==> config.mk <==
export PLATFORM = sky130hd
export DESIGN_NAME = pis_top
export DESIGN_NICKNAME = d
export VERILOG_FILES = /design/src/pis_pkg.sv /design/src/pis_top.sv
export SDC_FILE = /design/constraint.sdc
export NUM_CORES = 1
export LEC_CHECK = 0
export BUFFER_PORTS_ARGS = -buffer_cell sky130_fd_sc_hd__clkbuf_2
export CAP_MARGIN = 20
export CORE_UTILIZATION = 40
export DETAILED_ROUTE_END_ITERATION = 12
export GPL_TIMING_DRIVEN = 0
export PLACE_DENSITY = 0.69
export REMOVE_ABC_BUFFERS = 1
export SETUP_SLACK_MARGIN = 0.02
export SKIP_LAST_GASP = 1
export SLEW_MARGIN = 20
export SYNTH_ARGS = -nofsm -noshare
export SYNTH_HDL_FRONTEND = slang
export SYNTH_SLANG_ARGS = --single-unit
==> constraint.sdc <==
create_clock -name aclk -period 2.2 [get_ports aclk]
set_input_delay 0.55 -clock aclk [delete_from_list [all_inputs] [get_ports aclk]]
set_output_delay 0.55 -clock aclk [all_outputs]
set_load 0.02 [all_outputs]
==> src/pis_pkg.sv <==
// Package for the peripheral interrupt source block: register map, fields, timing.
// Assumes a 40 MHz system clock and a 32-bit AXI4-Lite register bus.
package pis_pkg;

  // Printed offsets are not all multiples of four, so they are indices.
  localparam logic [7:0] IDX_P0_EN    = 8'h04;
  localparam logic [7:0] IDX_P1_EN    = 8'h05;
  localparam logic [7:0] IDX_P0_POL   = 8'h06;
  localparam logic [7:0] IDX_P1_POL   = 8'h07;
  localparam logic [7:0] IDX_GLB_EN   = 8'h20;
  localparam logic [7:0] IDX_EP_EN    = 8'h21;
  localparam logic [7:0] IDX_USB_CTL  = 8'h30;
  localparam logic [7:0] IDX_STATUS   = 8'h31;

  // Global enable bit positions.
  localparam int BIT_BUS   = 0;
  localparam int BIT_T128  = 1;
  localparam int BIT_T1024 = 2;
  localparam int BIT_SPI   = 3;
  localparam int BIT_CAPA  = 4;
  localparam int BIT_CAPB  = 5;
  localparam int BIT_GPIO  = 6;

  // Bus-event mode bit in the USB control register.
  localparam int BIT_PS2_MODE = 0;

  // Reset values.
  localparam logic [7:0] RST_BYTE = 8'h00;

  // Timing.
  localparam int CLK_HZ        = 40_000_000;
  localparam int TICK_US       = 128;
  localparam int TICK_CYC      = (CLK_HZ / 1_000_000) * TICK_US;
  localparam int MS_TICKS      = 8;
  localparam int BUS_QUAL_US   = 256;
  localparam int BUS_QUAL_TCK  = BUS_QUAL_US / TICK_US;

  // AXI responses.
  localparam logic [1:0] RESP_OKAY   = 2'b00;
  localparam logic [1:0] RESP_SLVERR = 2'b10;

endpackage : pis_pkg

==> src/pis_top.sv <==
// Interrupt source logic: timer ticks, bus-event detector, SPI, capture,
// endpoint and GPIO requests, gated by enables and handed to the CPU.
// Assumes pins are asynchronous and endpoint and SPI events are one-cycle
// pulses from logic on aclk.
//
// Local design decision: the AXI4-Lite interface to the registers.
`timescale 1ns/100ps

////////////////////////////////////////////////////////////////////////////////
// Behaviour
// Capture pins A and B each interrupt on enabled rising or falling edges.
// SPI request is raised at the last bit edge; done flag reads high.
// Enabled periodic tick every 1.024 ms from the free-running timer.
// Enabled periodic tick every 128 us from the same timer.
// Firmware should clear both tick enables before suspend.
// Bus-event source picks USB reset or PS/2 activity by a mode bit.
// Bus condition qualifies after 256 us, possibly after only 128 us.
// USB mode: qualified SE0 raises the request when SE0 ends.
// PS/2 mode: qualified long low on data raises the request at once.
// Device address is held cleared while a bus event is qualified.
// Request may come up to 128 us after the condition goes away.
// Endpoint enable register: bits 2..0 read/write, rest zero, reset zero.
// Data endpoints interrupt on valid data, or any data in ACK-OUT modes.
// Data endpoints interrupt on NAK/STALL to IN or OUT, and IN ACK.
// Control endpoint interrupts on SETUP-accept mode and zero-length status.
// Control endpoint interrupts on data writes and NAK/STALL answers.
// Firmware must check endpoint data validity itself.
// Write-only per-pin GPIO enables for both ports, reset zero.
// Port 0 polarity bits: 1 rising, 0 falling, write-only, reset zero.
// Port 1 polarity register, same meaning, write-only, reset zero.
// After one pin triggers, others are blocked until it idles or is disabled.
// Global enable bits: bus, 128us, 1.024ms, SPI, capture A, B.
// Requests reach the CPU only while the source enable is set.
module pis_top (
  input  wire logic        aclk,
  input  wire logic        aresetn,
  input  wire logic [31:0] s_axi_awaddr,
  input  wire logic        s_axi_awvalid,
  output logic             s_axi_awready,
  input  wire logic [31:0] s_axi_wdata,
  input  wire logic [3:0]  s_axi_wstrb,
  input  wire logic        s_axi_wvalid,
  output logic             s_axi_wready,
  output logic [1:0]       s_axi_bresp,
  output logic             s_axi_bvalid,
  input  wire logic        s_axi_bready,
  input  wire logic [31:0] s_axi_araddr,
  input  wire logic        s_axi_arvalid,
  output logic             s_axi_arready,
  output logic [31:0]      s_axi_rdata,
  output logic [1:0]       s_axi_rresp,
  output logic             s_axi_rvalid,
  input  wire logic        s_axi_rready,
  input  wire logic [7:0]  port_zero_pins,
  input  wire logic [7:0]  port_one_pins,
  input  wire logic        cap_a_pin,
  input  wire logic        cap_b_pin,
  input  wire logic [1:0]  cap_a_edge_en,
  input  wire logic [1:0]  cap_b_edge_en,
  input  wire logic        usb_dp,
  input  wire logic        usb_dm,
  input  wire logic        ps2_data_pin,
  input  wire logic        spi_last_edge,
  input  wire logic [2:0]  ep_data_written,
  input  wire logic [2:0]  ep_ack_out_mode,
  input  wire logic [2:0]  ep_nak_stall,
  input  wire logic [2:0]  ep_in_acked,
  input  wire logic        ctl_setup_mode,
  input  wire logic        ctl_zlp_sent,
  output logic             transfer_complete_flag,
  output logic             dev_addr_clear,
  output logic [10:0]      irq_req
);

  //////////////////////////////////////////////////////////////////////////////
  // Three-stage synchronisers for all pins.
  localparam int NPIN = 21;
  logic [NPIN-1:0] pin_raw;
  logic [NPIN-1:0] s1_q, s2_q, s3_q;
  logic [NPIN-1:0] stab_q, stab_d, stab_prev_q;

  assign pin_raw = {ps2_data_pin, usb_dm, usb_dp, cap_b_pin, cap_a_pin,
                    port_one_pins, port_zero_pins};

  // A change counts once the second and third stages agree.
  always_comb begin
    for (int i = 0; i < NPIN; i++) begin
      stab_d[i] = (s2_q[i] == s3_q[i]) ? s3_q[i] : stab_q[i];
    end
  end

  // Synchroniser registers; reset to idle-high pin levels.
  always_ff @(posedge aclk) begin
    if (!aresetn) begin
      s1_q        <= '1;
      s2_q        <= '1;
      s3_q        <= '1;
      stab_q      <= '1;
      stab_prev_q <= '1;
    end else begin
      s1_q        <= pin_raw;
      s2_q        <= s1_q;
      s3_q        <= s2_q;
      stab_q      <= stab_d;
      stab_prev_q <= stab_q;
    end
  end

  //////////////////////////////////////////////////////////////////////////////
  // Registers.
  logic [7:0] p0_en_q, p0_en_d, p1_en_q, p1_en_d;
  logic [7:0] p0_pol_q, p0_pol_d, p1_pol_q, p1_pol_d;
  logic [7:0] glb_en_q, glb_en_d, ep_en_q, ep_en_d, usb_ctl_q, usb_ctl_d;

  // AXI write and read channel state.
  logic        aw_hold_q, aw_hold_d, w_hold_q, w_hold_d, bvalid_q, bvalid_d;
  logic [7:0]  awidx_q, awidx_d;
  logic [31:0] wdata_q, wdata_d;
  logic        wstrb0_q, wstrb0_d;
  logic [1:0]  bresp_q, bresp_d;
  logic        rvalid_q, rvalid_d;
  logic [31:0] rdata_q, rdata_d;
  logic [1:0]  rresp_q, rresp_d;

  // Word index from a byte address; anything above 0x3FF or not word-aligned is unmapped.
  function automatic logic [8:0] addr_idx(input logic [31:0] a);
    addr_idx = (a[31:10] == '0 && a[1:0] == 2'b00) ? {1'b1, a[9:2]} : 9'h000;
  endfunction

  // Whether an index names a register that exists.
  function automatic logic idx_ok(input logic [7:0] idx);
    idx_ok = idx inside {pis_pkg::IDX_P0_EN, pis_pkg::IDX_P1_EN, pis_pkg::IDX_P0_POL,
                         pis_pkg::IDX_P1_POL, pis_pkg::IDX_GLB_EN, pis_pkg::IDX_EP_EN,
                         pis_pkg::IDX_USB_CTL, pis_pkg::IDX_STATUS};
  endfunction

  logic [8:0] aw_dec, ar_dec;
  logic       do_write;
  logic [7:0] req_stat;

  // Write path: accept address and data in either order, respond after both.
  always_comb begin
    aw_dec    = addr_idx(s_axi_awaddr);
    aw_hold_d = aw_hold_q;
    w_hold_d  = w_hold_q;
    awidx_d   = awidx_q;
    wdata_d   = wdata_q;
    wstrb0_d  = wstrb0_q;
    bvalid_d  = bvalid_q;
    bresp_d   = bresp_q;
    do_write  = 1'b0;
    p0_en_d   = p0_en_q;
    p1_en_d   = p1_en_q;
    p0_pol_d  = p0_pol_q;
    p1_pol_d  = p1_pol_q;
    glb_en_d  = glb_en_q;
    ep_en_d   = ep_en_q;
    usb_ctl_d = usb_ctl_q;
    if (s_axi_awvalid && !aw_hold_q && !bvalid_q) begin
      aw_hold_d = 1'b1;
      awidx_d   = aw_dec[8] ? aw_dec[7:0] : 8'hFF;
    end
    if (s_axi_wvalid && !w_hold_q && !bvalid_q) begin
      w_hold_d = 1'b1;
      wdata_d  = s_axi_wdata;
      wstrb0_d = s_axi_wstrb[0];
    end
    if (bvalid_q && s_axi_bready) begin
      bvalid_d = 1'b0;
    end
    if (aw_hold_q && w_hold_q && !bvalid_q) begin
      do_write  = 1'b1;
      aw_hold_d = 1'b0;
      w_hold_d  = 1'b0;
      bvalid_d  = 1'b1;
      bresp_d   = idx_ok(awidx_q) ? pis_pkg::RESP_OKAY : pis_pkg::RESP_SLVERR;
    end
    if (do_write && wstrb0_q) begin
      unique case (awidx_q)
        pis_pkg::IDX_P0_EN:   p0_en_d   = wdata_q[7:0];
        pis_pkg::IDX_P1_EN:   p1_en_d   = wdata_q[7:0];
        pis_pkg::IDX_P0_POL:  p0_pol_d  = wdata_q[7:0];
        pis_pkg::IDX_P1_POL:  p1_pol_d  = wdata_q[7:0];
        pis_pkg::IDX_GLB_EN:  glb_en_d  = wdata_q[7:0];
        pis_pkg::IDX_EP_EN:   ep_en_d   = {5'b00000, wdata_q[2:0]};
        pis_pkg::IDX_USB_CTL: usb_ctl_d = {7'b0000000, wdata_q[0]};
        default: ;
      endcase
    end
  end

  // Read path: one-cycle answer; write-only registers read zero.
  always_comb begin
    ar_dec   = addr_idx(s_axi_araddr);
    rvalid_d = rvalid_q;
    rdata_d  = rdata_q;
    rresp_d  = rresp_q;
    if (rvalid_q && s_axi_rready) begin
      rvalid_d = 1'b0;
    end
    if (s_axi_arvalid && !rvalid_q) begin
      rvalid_d = 1'b1;
      rdata_d  = '0;
      rresp_d  = (ar_dec[8] && idx_ok(ar_dec[7:0])) ? pis_pkg::RESP_OKAY
                                                     : pis_pkg::RESP_SLVERR;
      if (ar_dec[8]) begin
        unique case (ar_dec[7:0])
          pis_pkg::IDX_GLB_EN:  rdata_d = {24'h00_0000, glb_en_q};
          pis_pkg::IDX_EP_EN:   rdata_d = {24'h00_0000, ep_en_q};
          pis_pkg::IDX_USB_CTL: rdata_d = {24'h00_0000, usb_ctl_q};
          pis_pkg::IDX_STATUS:  rdata_d = {24'h00_0000, req_stat};
          default:              rdata_d = '0;
        endcase
      end
    end
  end

  // Register bank and bus state.
  always_ff @(posedge aclk) begin
    if (!aresetn) begin
      p0_en_q   <= pis_pkg::RST_BYTE;
      p1_en_q   <= pis_pkg::RST_BYTE;
      p0_pol_q  <= pis_pkg::RST_BYTE;
      p1_pol_q  <= pis_pkg::RST_BYTE;
      glb_en_q  <= pis_pkg::RST_BYTE;
      ep_en_q   <= pis_pkg::RST_BYTE;
      usb_ctl_q <= pis_pkg::RST_BYTE;
      aw_hold_q <= 1'b0;
      w_hold_q  <= 1'b0;
      awidx_q   <= '0;
      wdata_q   <= '0;
      wstrb0_q  <= 1'b0;
      bvalid_q  <= 1'b0;
      bresp_q   <= pis_pkg::RESP_OKAY;
      rvalid_q  <= 1'b0;
      rdata_q   <= '0;
      rresp_q   <= pis_pkg::RESP_OKAY;
    end else begin
      p0_en_q   <= p0_en_d;
      p1_en_q   <= p1_en_d;
      p0_pol_q  <= p0_pol_d;
      p1_pol_q  <= p1_pol_d;
      glb_en_q  <= glb_en_d;
      ep_en_q   <= ep_en_d;
      usb_ctl_q <= usb_ctl_d;
      aw_hold_q <= aw_hold_d;
      w_hold_q  <= w_hold_d;
      awidx_q   <= awidx_d;
      wdata_q   <= wdata_d;
      wstrb0_q  <= wstrb0_d;
      bvalid_q  <= bvalid_d;
      bresp_q   <= bresp_d;
      rvalid_q  <= rvalid_d;
      rdata_q   <= rdata_d;
      rresp_q   <= rresp_d;
    end
  end

  assign s_axi_awready = !aw_hold_q && !bvalid_q;
  assign s_axi_wready  = !w_hold_q && !bvalid_q;
  assign s_axi_bvalid  = bvalid_q;
  assign s_axi_bresp   = bresp_q;
  assign s_axi_arready = !rvalid_q;
  assign s_axi_rvalid  = rvalid_q;
  assign s_axi_rdata   = rdata_q;
  assign s_axi_rresp   = rresp_q;

  //////////////////////////////////////////////////////////////////////////////
  // Free-running timer: 128 us prescaler and 1.024 ms divider.
  logic [12:0] pre_q, pre_d;
  logic [2:0]  ms_q, ms_d;
  logic        tick128, tick1024;

  // Prescaler wraps every 128 us; eight of those give 1.024 ms.
  always_comb begin
    tick128  = (pre_q == 13'(pis_pkg::TICK_CYC - 1));
    pre_d    = tick128 ? '0 : pre_q + 13'd1;
    tick1024 = tick128 && (ms_q == 3'(pis_pkg::MS_TICKS - 1));
    ms_d     = tick128 ? ms_q + 3'd1 : ms_q;
  end

  //////////////////////////////////////////////////////////////////////////////
  // Bus-event detector, sampled at 128 us granularity.
  typedef enum logic [1:0] {BUS_IDLE, BUS_SEEN, BUS_QUAL} pis_bus_t;
  pis_bus_t   bus_q, bus_d;
  logic [1:0] bus_cnt_q, bus_cnt_d;
  logic       cond, bus_ev, ps2_mode;

  // Condition follows the mode bit: SE0 on D+/D- or a low PS/2 data line.
  always_comb begin
    ps2_mode  = usb_ctl_q[pis_pkg::BIT_PS2_MODE];
    cond      = ps2_mode ? !stab_q[20] : (!stab_q[18] && !stab_q[19]);
    bus_d     = bus_q;
    bus_cnt_d = bus_cnt_q;
    bus_ev    = 1'b0;
    if (tick128) begin
      unique case (bus_q)
        BUS_IDLE: begin
          bus_cnt_d = '0;
          if (cond) begin
            bus_d = BUS_SEEN;
          end
        end
        BUS_SEEN: begin
          if (!cond) begin
            bus_d = BUS_IDLE;
          end else if (bus_cnt_q == 2'(pis_pkg::BUS_QUAL_TCK - 2)) begin
            bus_d  = BUS_QUAL;
            bus_ev = ps2_mode;
          end else begin
            bus_cnt_d = bus_cnt_q + 2'd1;
          end
        end
        BUS_QUAL: begin
          if (!cond) begin
            bus_d  = BUS_IDLE;
            bus_ev = !ps2_mode;
          end
        end
      endcase
    end
  end

  //////////////////////////////////////////////////////////////////////////////
  // Edge sources: capture pins and GPIO with the one-pin lockout.
  logic [15:0] gp_now, gp_prev, gp_trig, gp_active, gp_en, gp_pol;
  logic        gp_lock_q, gp_lock_d;
  logic [3:0]  gp_who_q, gp_who_d;
  logic        gp_ev, cap_a_ev, cap_b_ev;

  // Enabled edge per pin, chosen by its polarity bit.
  always_comb begin
    gp_now    = stab_q[15:0];
    gp_prev   = stab_prev_q[15:0];
    gp_en     = {p1_en_q, p0_en_q};
    gp_pol    = {p1_pol_q, p0_pol_q};
    for (int i = 0; i < 16; i++) begin
      gp_active[i] = (gp_pol[i] ? gp_now[i] : !gp_now[i]);
      gp_trig[i]   = gp_en[i] && gp_active[i]
                     && (gp_now[i] != gp_prev[i]);
    end
    gp_lock_d = gp_lock_q;
    gp_who_d  = gp_who_q;
    gp_ev     = 1'b0;
    if (gp_lock_q) begin
      if (!gp_active[gp_who_q] || !gp_en[gp_who_q]) begin
        gp_lock_d = 1'b0;
      end
    end else begin
      for (int i = 15; i >= 0; i--) begin
        if (gp_trig[i]) begin
          gp_who_d = 4'(i);
        end
      end
      if (gp_trig != '0) begin
        gp_ev     = 1'b1;
        gp_lock_d = 1'b1;
      end
    end
    cap_a_ev = (cap_a_edge_en[0] && stab_q[16] && !stab_prev_q[16])
            || (cap_a_edge_en[1] && !stab_q[16] && stab_prev_q[16]);
    cap_b_ev = (cap_b_edge_en[0] && stab_q[17] && !stab_prev_q[17])
            || (cap_b_edge_en[1] && !stab_q[17] && stab_prev_q[17]);
  end

  //////////////////////////////////////////////////////////////////////////////
  // Request gating toward the CPU and state registers.
  logic [10:0] req_d;
  logic [2:0]  ep_ev;
  logic        tcf_d;

  // Endpoint events and enable gating; vector order 1..10 maps to bits 0..9.
  always_comb begin
    ep_ev[0] = ctl_setup_mode || ctl_zlp_sent
            || ep_data_written[0] || ep_ack_out_mode[0] || ep_nak_stall[0];
    for (int e = 1; e < 3; e++) begin
      ep_ev[e] = ep_data_written[e] || ep_ack_out_mode[e]
              || ep_nak_stall[e] || ep_in_acked[e];
    end
    req_d     = '0;
    req_d[0]  = bus_ev && glb_en_q[pis_pkg::BIT_BUS];
    req_d[1]  = tick128 && glb_en_q[pis_pkg::BIT_T128];
    req_d[2]  = tick1024 && glb_en_q[pis_pkg::BIT_T1024];
    req_d[5:3] = ep_ev & ep_en_q[2:0];
    req_d[6]  = spi_last_edge && glb_en_q[pis_pkg::BIT_SPI];
    req_d[7]  = cap_a_ev && glb_en_q[pis_pkg::BIT_CAPA];
    req_d[8]  = cap_b_ev && glb_en_q[pis_pkg::BIT_CAPB];
    req_d[9]  = gp_ev && glb_en_q[pis_pkg::BIT_GPIO];
    tcf_d     = spi_last_edge ? 1'b1 : transfer_complete_flag;
    req_stat  = {3'b000, gp_lock_q, bus_q == BUS_QUAL, ps2_mode,
                 transfer_complete_flag, bus_q != BUS_IDLE};
  end

  // Timer, detector, lockout and output registers.
  always_ff @(posedge aclk) begin
    if (!aresetn) begin
      pre_q                  <= '0;
      ms_q                   <= '0;
      bus_q                  <= BUS_IDLE;
      bus_cnt_q              <= '0;
      gp_lock_q              <= 1'b0;
      gp_who_q               <= '0;
      irq_req                <= '0;
      transfer_complete_flag <= 1'b0;
      dev_addr_clear         <= 1'b0;
    end else begin
      pre_q                  <= pre_d;
      ms_q                   <= ms_d;
      bus_q                  <= bus_d;
      bus_cnt_q              <= bus_cnt_d;
      gp_lock_q              <= gp_lock_d;
      gp_who_q               <= gp_who_d;
      irq_req                <= req_d;
      transfer_complete_flag <= tcf_d;
      dev_addr_clear         <= (bus_d == BUS_QUAL);
    end
  end

endmodule // pis_top

; Word-level counts from Yosys, hierarchy flattened
; Cells that the tools add are included.
[word_totals]
out_inout_bits = 54
input_bits = 147
elab_cells = 317
regBits = 241
[classes]
muxes = 67
magnitude_cmp = 1
reduce_logical = 131
n_eq_ne = 60
bitwise_logic = 3
addsub = 3
[op_table]
columns = operator, n
row1 = $eq A8 B3 Y1 const B, 8
row2 = $eq A8 B6 Y1 const B, 8
row3 = $logic_and A1 B1 Y1, 64
row4 = $mux W4, 16
row5 = $logic_not A22 Y1, 2
row6 = $mux W1, 32
row7 = $pmux W8 S4, 1
row8 = $logic_not A1 Y1, 30
row9 = $eq A1 B1 Y1, 21
row10 = $mux W2, 9
row11 = $mux W9, 2
row12 = $mux W8, 2
row13 = $ne A1 B1 Y1, 16
row14 = $reduce_and A2 Y1, 8
row15 = $reduce_bool A16 Y1, 1
row16 = $reduce_bool A8 Y1, 2
row17 = $add A13 B1 Y13 const B, 1
row18 = $eq A13 B13 Y1 const B, 1
row19 = $logic_or A1 B1 Y1, 13
row20 = $bmux W1 S4, 2
row21 = $logic_not A2 Y1, 4
row22 = $reduce_bool A2 Y1, 4
row23 = $pmux W2 S3, 1
row24 = $lt A4 B5 Y1 const B, 1
row25 = 12 further kinds, 16

; Logic depth before layout (Yosys ltp)
; Gate-level depths: netlist of run 1.
[logic_depth]
word_depth = 20
ltp_mapped = 7
mapped_depth_nobuf = 7

; Worst setup path before layout of run 1
; OpenSTA, ideal clock, no wires.
[synth_path]
path_kind = register -> register
startpoint = register bvalid_q (netlist: s_axi_bvalid)
endpoint = register p0_en_q[0]
slack_ns = 0.379
arrival_ns = 1.705
setup_ns = 0.116
n_path_buf = 1
t_required_ns = 2.084
stages_incl_launch_ff = 7
period_less_slack_ns = 1.821
path_cell_list = dfxtp_1 > nand3b_4 > or3b_4 > or3_1 > buf_4 > mux2i_1 > nor2b_1
[synth_via]
elab_chain_len = 5
[synth_rtl]
columns = element, line_no
row1 = from (decl), pis_top.sv:116  ; logic aw_hold_q, aw_hold_d, w_hold_q, w_hold_d, bvalid_q, bvalid_d;
row2 = from (signal assigned), pis_top.sv:251  ; bvalid_q <= bvalid_d;
row3 = $logic_not A1 Y1, pis_top.sv:171  ; if (aw_hold_q && w_hold_q && !bvalid_q) begin
row4 = $logic_and A1 B1 Y1, pis_top.sv:171
row5 = $mux W1, pis_top.sv:171
row6 = $logic_and A1 B1 Y1, pis_top.sv:178  ; if (do_write && wstrb0_q) begin
row7 = $reduce_and A2 Y1 (no line), n/a
row8 = to (signal assigned), pis_top.sv:221  ; p0_en_q <= pis_pkg::RST_BYTE;
row9 = to (signal assigned), pis_top.sv:239  ; p0_en_q <= p0_en_d;
row10 = to (decl), pis_top.sv:111  ; logic [7:0] p0_en_q, p0_en_d, p1_en_q, p1_en_d;
; No other way between the ends.
; A chain may end at the register's enable or synchronous reset.

; Worst setup path after layout of run 1
[layout_path]
startpoint = register pre_q[0]
endpoint = register bus_cnt_q[1]
[layout_via]
elab_chain_len = 2
[layout_rtl]
columns = element, line_no
row1 = from (decl), pis_top.sv:270  ; logic [12:0] pre_q, pre_d;
row2 = from (signal assigned), pis_top.sv:407  ; pre_q <= pre_d;
row3 = $eq A13 B13 Y1, pis_top.sv:276  ; tick128 = (pre_q == 13'(pis_pkg::TICK_CYC - 1));
row4 = $reduce_and A4 Y1 (no line), n/a
row5 = to (signal assigned), pis_top.sv:410  ; bus_cnt_q <= bus_cnt_d;
row6 = to (decl), pis_top.sv:286  ; logic [1:0] bus_cnt_q, bus_cnt_d;
; No other way between the ends.

==> results of run 1 <==
==> kinds of logic (layout without fill, tap and decap cells) <==
logic type / Yosys count / after routing
adder cells (fa/ha/maj): 7 / 7
buffers and inverters: 67 / 201
XOR/XNOR: 27 / 27
other: 1 / 27
AND/OR/NAND/NOR: 396 / 396
multiplexers: 56 / 56
flip-flops: 214 / 214
AO/OA/AOI/OAI: 125 / 125
==> power by group <==
| part | switching (mW) | internal, mW |
|---|---|---|
| Clock | 1.56 | 2.53 |
| Combinational | 0.222 | 0.176 |
| Sequential | 0.0776 | 3.97 |
| Total | 1.85 | 6.68 |
==> worst register-to-register path: stages, from the launching register on <==
cell,delay [ns]
dfxtp_1,0.40
ha_1,0.28
nand4_1,0.27
nor3b_4,0.38
nor2b_1,0.29
mux2i_1,0.21
and2_1,0.13
==> cell usage in the layout (no fill, tap or decap), types with 5 or more instances in the layout <==
| master | synthesis | final |
|---|---|---|
| conb_1 | 1 | 27 |
| a22oi_1 | 7 | 7 |
| nand4_1 | 11 | 11 |
| nor3_1 | 11 | 11 |
| and3_1 | 9 | 9 |
| nand3_1 | 26 | 26 |
| mux2i_1 | 53 | 53 |
| dfxtp_1 | 214 | 214 |
| and2_1 | 11 | 11 |
| clkinv_2 | 0 | 5 |
| nor4_1 | 15 | 15 |
| nand4b_1 | 7 | 7 |
| a21boi_0 | 12 | 12 |
| nand2_1 | 49 | 49 |
| nor3b_1 | 9 | 9 |
| nor2b_1 | 64 | 64 |
| nand2b_1 | 85 | 85 |
| o21ai_0 | 41 | 41 |
| inv_1 | 8 | 8 |
| and3b_1 | 7 | 7 |
| xnor2_1 | 20 | 20 |
| xor2_1 | 7 | 7 |
| nor4bb_1 | 5 | 5 |
| nor2_1 | 58 | 58 |
| clkbuf_16 | 0 | 25 |
| clkbuf_2 | 0 | 144 |
| nand3b_1 | 11 | 11 |
| a21oi_1 | 26 | 26 |
| ha_1 | 7 | 7 |
| o21ai_1 | 5 | 5 |
| a31oi_1 | 5 | 5 |
==> registers in the layout, summed over array words and instances (netlist names), 10 cells and up <==
| register | count |
|---|---|
| irq_req | 10 |
| pre_q | 13 |
| s1_q | 21 |
| s2_q | 21 |
| s3_q | 21 |
| stab_prev_q | 18 |
| stab_q | 21 |
==> metal layers <==
metal,wire (microns),track usage,vias to the layer above,share of wire
met5,0,0,-,0
met4,342,0.0485,0,0.019
met3,889,0.0257,25,0.050
met2,7970,0.268,161,0.44
met1,8740,0.216,2989,0.49
li1,-,-,3321,-
==> path summary, 6_finish.rpt <==
path,end,depth (start not counted)
max reg2reg,bus_cnt_q[1],6
min,s1_q[11],2
min reg2reg,s2_q[10],1
max,bus_cnt_q[1],6
==> repair_timing <==
item,CTS,global route
gates resized for setup,1,0
pin swaps,0,1
buffers inserted,0,2
endpoints found under the setup margin,13,13
==> layout make-up <==
type	count	area [sq um]	share of cell area
sequential	214	4280	0.413
tap	275	344	0.0332
multi-input combinational	638	4110	0.396
timing repair buffer	148	777	0.0749
clock buffer	32	682	0.0657
inverter	9	33.8	0.00325
clock inverter	12	148	0.0142
==> stage by stage <==
step / utilization / power, mW
after detailed placement: 0.452 / 4.53
after CTS: 0.491 / 8.65
after global placement: 0.450 / 4.53
final: 0.492 / 8.53
after floorplan: - / 4.30
after global routing: 0.492 / 8.86
==> key figures, run 1 <==
Run status
  • Outcome: completed

Final layout
  • Final Non-Filler Cells: 1328
  • Layout fillers: 2019
  • Layout cells sized above 1: 0.195
  • Area growth from synthesis to layout: 20.0%
  • Fin nets: 1189
  • Antenna fix cells: 0
  • Final instance area: 10400 sq um

Logic synthesis
  • Post-synth top area cell: dfxtp_1
  • Synth Flop Type: dfxtp_1
  • Post-synthesis mux area share: 0.0665
  • Adder-Cell Fraction of Synth Area: 0.0101
  • Xor/xnor share of the synthesized area: 0.0273
  • Post-synth EDFFs: 0
  • Simple-gate portion of the synthesized area: 0.269
  • Synth Register Bits: 214
  • Post-synth top cells: dfxtp_1 (214), nand2b_1 (85), nor2b_1 (64)
  • Compound-Gate Fraction of Synth Area: 0.0895
  • Gate Count Post-Synth: 893
  • Mapped Avg Cell Area: 9.69 sq um
  • Synthesis Warnings: 0
  • Mapped Area: 8650 sq um
  • Synth unique cells: 64
  • Seq/Total Area, Yosys: 0.495
  • Main area contributors after synthesis: dfxtp_1 (50%), nand2b_1 (6.1%), mux2i_1 (6.1%)
  • Fraction of registers with async set or reset after synthesis: 0
  • Top-count cell post-synth: dfxtp_1
  • Largest family of logic cells by synthesized area: simple AND/OR/NAND/NOR gates
  • Top cell type's share of synthesized area: 0.495

Clock tree
  • Root buffer cell: clkbuf_16
  • CTS buffer count: 24
  • Clock sink count: 214
  • Worst skew pair latency: 0.50 ns
  • Clock-pin slew on the worst setup and hold paths: 0.06 ns
  • Clk buf depth: 3
  • CTS Hold Buffers Added: 0
  • CTS tree: done
  • H-Tree Depth: 1

Worst setup path
  • Worst-path maximum fanout: 7
  • Worst path bufs/invs: 0
  • R2r setup slk: 0.19 ns
  • WS Path Type: flop to flop
  • Crit path cell chain: ha_1 > nand4_1 > nor3b_4 > nor2b_1 > mux2i_1 > and2_1
  • Crit. Startpoint: pre_q[0]
  • Slowest stage delay, CP: 0.40 ns
  • Worst EP required: 2.64 ns
  • Crit Reg-Reg Startpoint: pre_q[0]
  • WP data arrival: 2.45 ns
  • Critical path's top delay family: simple AND/OR/NAND/NOR gates
  • Worst setup EP type: flop
  • Critical Path Slowest Stage Cell: dfxtp_1
  • Startpoint types: flop

Place
  • Placed cells: 1282
  • DP Wirelength: 12300 microns
  • DP Area: 9530 sq um
  • RD Place Congestion: 0.798
  • Worst slack, placed: -0.0859 ns
  • Port-buffer cells: 145

Run
  • Maxcap violations: 0

Floorplan
  • Die W: 149 microns
  • Die ar.: 22200 sq um
  • Die Ht: 149 microns
  • Row count: 53
  • I/O pin count: 201
  • Initial Util: 0.410
  • Core ar.: 21100 sq um

Power
  • Worst vdd ir: 0.558 mV
  • Leakage: 4.06 nW
  • Pwr dens: 822 nW/um^2

Drt
  • Vias: 6496
  • Final ANT Viol Nets: 0
  • Routed WL per cell: 13.5 microns
  • First-pass DRT Iterations: 4
  • Via-to-Cell Ratio: 4.89
  • Routed WL: 17900 microns
  • DRT iter0 DRCs: 313
  • Drt drc: 0

Timing
  • RSZ-0062 raised after global routing: no
  • Fin. Hold Viols: 0
  • Slew Limit Fails: 0
  • Final TNS setup: 0 ns
  • Fmax: 499 MHz
  • Setup slack after layout: 0.194 ns
  • Slew @ Worst Pin: 0.618 ns
  • Final Skew: 0.00981 ns
  • Worst rel slew slack: 0.588
  • Worst hold slack: 0.224 ns
  • Final Cycle Share: 0.912
  • Setup-failing EPs final: 0
  • Final Critical Period: 2.01 ns

Hold path
  • Hold path startpoint: port_one_pins[3]
  • Hold/Removal Path Class: input pin to flop

GRT
  • First-pass GRT wire length: 29300 microns
  • Number of global-route vias before repair: 6035
  • Initial antenna violation count: 0
  • Pin count of the biggest net entering global routing: 123
  • All-layer global routing usage: 0.162
  • Grt ovf: 0
(Power assumes the default switching activity.)
==> inputs of run 2 (changes only) <==
CORE_ASPECT_RATIO = 0.6   (was not set)
PLACE_DENSITY = 0.72   (was 0.69)
clock period = 1.7 ns   (was 2.2 ns; I/O delays follow)
==> run 2 against run 1 <==
  * The run now ends with setup timing left
  * Sequential share of layout area is 0.97 points lower
  * Routed wire length is 8.8% higher
  * Core utilization is 1.7 points higher
  * Final cell count is 2.0% higher
  * Clock skew is 0.011 ns higher
  * Via count is 4.1% higher
  * Maximum frequency is 12% higher
  * Global-route usage is 1.5 points higher
  * Die area hardly changed
  * Critical path type unchanged
==> key figures, run 2 (synthesized netlist as in run 1, its figures left out) <==
Drt
  • DRT iter0 DRCs: 352
  • Drt drc: 0
  • First-pass DRT Iterations: 5
  • Via-to-Cell Ratio: 4.99
  • Vias: 6762
  • Routed WL: 19500 microns
  • Final ANT Viol Nets: 0
  • Routed WL per cell: 14.4 microns

Worst setup path
  • Worst setup EP type: flop
  • Worst-path maximum fanout: 8
  • Worst EP required: 2.08 ns
  • Startpoint types: flop
  • WP data arrival: 2.16 ns
  • WS Path Type: flop to flop

Floorplan
  • Core ar.: 21100 sq um
  • Die Ht: 116 microns
  • Initial Util: 0.410
  • Die W: 192 microns
  • Die ar.: 22200 sq um
  • I/O pin count: 201
  • Row count: 41

Timing
  • Fmax: 560 MHz
  • Setup slack after layout: -0.0858 ns
  • Setup-failing EPs final: 19
  • Final Critical Period: 1.79 ns
  • RSZ-0062 raised after global routing: yes
  • Slew Limit Fails: 0
  • Fin. Hold Viols: 0
  • Slew @ Worst Pin: 0.647 ns
  • Worst rel slew slack: 0.568
  • Final Cycle Share: 1.05
  • Final Skew: 0.0207 ns
  • Worst hold slack: 0.0991 ns

Run status
  • Outcome: complete, but fails checks
  • Failing checks: setup timing

GRT
  • All-layer global routing usage: 0.177
  • Initial antenna violation count: 0
  • Grt ovf: 0
  • First-pass GRT wire length: 31600 microns
  • Pin count of the biggest net entering global routing: 105
  • Number of global-route vias before repair: 6418

Place
  • Placed cells: 1286
  • DP Wirelength: 13200 microns
  • Port-buffer cells: 145
  • DP Area: 9530 sq um
  • RD Place Congestion: 0.857

Power
  • Worst vdd ir: 0.687 mV
  • Pwr dens: 927 nW/um^2
  • Leakage: 4.17 nW

Clock tree
  • Worst skew pair latency: 0.50 ns
  • Clk buf depth: 3
  • CTS buffer count: 20
  • H-Tree Depth: 1
  • Clock-pin slew on the worst setup and hold paths: 0.06 ns
  • CTS tree: done
  • Clock sink count: 214
  • Root buffer cell: clkbuf_16

Final layout
  • Core Util, Final: 0.509
  • Most frequent cells in the layout: dfxtp_1 (192), clkbuf_2 (143), nand2b_1 (84)
  • Area growth from synthesis to layout: 24.0%
  • Layout fillers: 1921
  • Antenna fix cells: 0
  • Multi-input gate area: 4330 sq um
  • Final Non-Filler Cells: 1355
  • FF/Latch Area: 4320 sq um
  • Layout cells sized above 1: 0.257
  • Fin nets: 1217
  • Final instance area: 10700 sq um
  • Commonest non-fill, non-tap cell in the layout: dfxtp_1

Hold path
  • Hold/Removal Path Class: input pin to flop

Run
  • Maxcap violations: 0
## run 2: changes by cell type in the layout (fill, tap and decap cells not counted), sizes merged
cell	previous run	this run
clkinv	7	3
buf	3	37
clkbuf	177	174
clkinvlp	2	1
bufinv	3	0
## run 2: what timing repair did
| item | in CTS | in global routing |
|---|---|---|
| pin swaps | 20 | 13 |
| buffers inserted | 28 | 7 |
| resized for setup | 49 | 34 |
| setup endpoints to repair | 77 | 84 |
| hold buffers | 0 | 0 |
## run 2: worst paths after layout
check                    from          to  slack (ns)  cells after the start
max reg2reg      s_axi_bvalid  p0_en_q[3]       -0.09                      5
min reg2reg           s1_q[8]     s2_q[8]        0.40                      1
max              s_axi_bvalid  p0_en_q[3]       -0.09                      5
min          port_one_pins[6]    s1_q[14]         0.1                      2
## run 2: per-layer routing
layer / GRT usage / share of wire / vias up
met1: 0.246 / 0.49 / 3150
met2: 0.286 / 0.44 / 215
met5: 0 / 0 / -
met4: 0.0365 / 0.014 / 0
met3: 0.0324 / 0.061 / 22
li1: - / - / 3375
## run 2: through the flow
stage	power (mW)	setup TNS [ns]	setup WS, ns
6_report	9.94	-0.653	-0.0858
3_3_place_gp	5.86	-381.17	-2.60
3_5_place_dp	5.87	-22.65	-0.601
4_1_cts	10.0	-1.01	-0.0867
2_1_floorplan	5.56	-3.68	-0.241
5_1_grt	10.4	-2.36	-0.134
## run 2: power breakdown
part	internal (mW)	switching, mW	leakage (nW)
sequential	5.13	0.111	1.75
clock	2.29	1.85	0.286
combinational	0.254	0.312	2.14
## run 2: final cells by class
cell class | count | area share
clock buffers | 31 | 0.0524
clock inverters | 4 | 0.00315
inverters | 9 | 0.00315
multi-input cells | 638 | 0.404
flip-flops and latches | 214 | 0.403
well taps | 279 | 0.0325
repair buffers | 180 | 0.102
## run 2: worst max-delay path, cell delays in order (launching register included)
cell and delay [ns]:
dfxtp_2 0.34, nand3b_4 0.17, or3b_4 0.45, or3_4 0.46, mux2i_1 0.19, nor2b_1 0.06
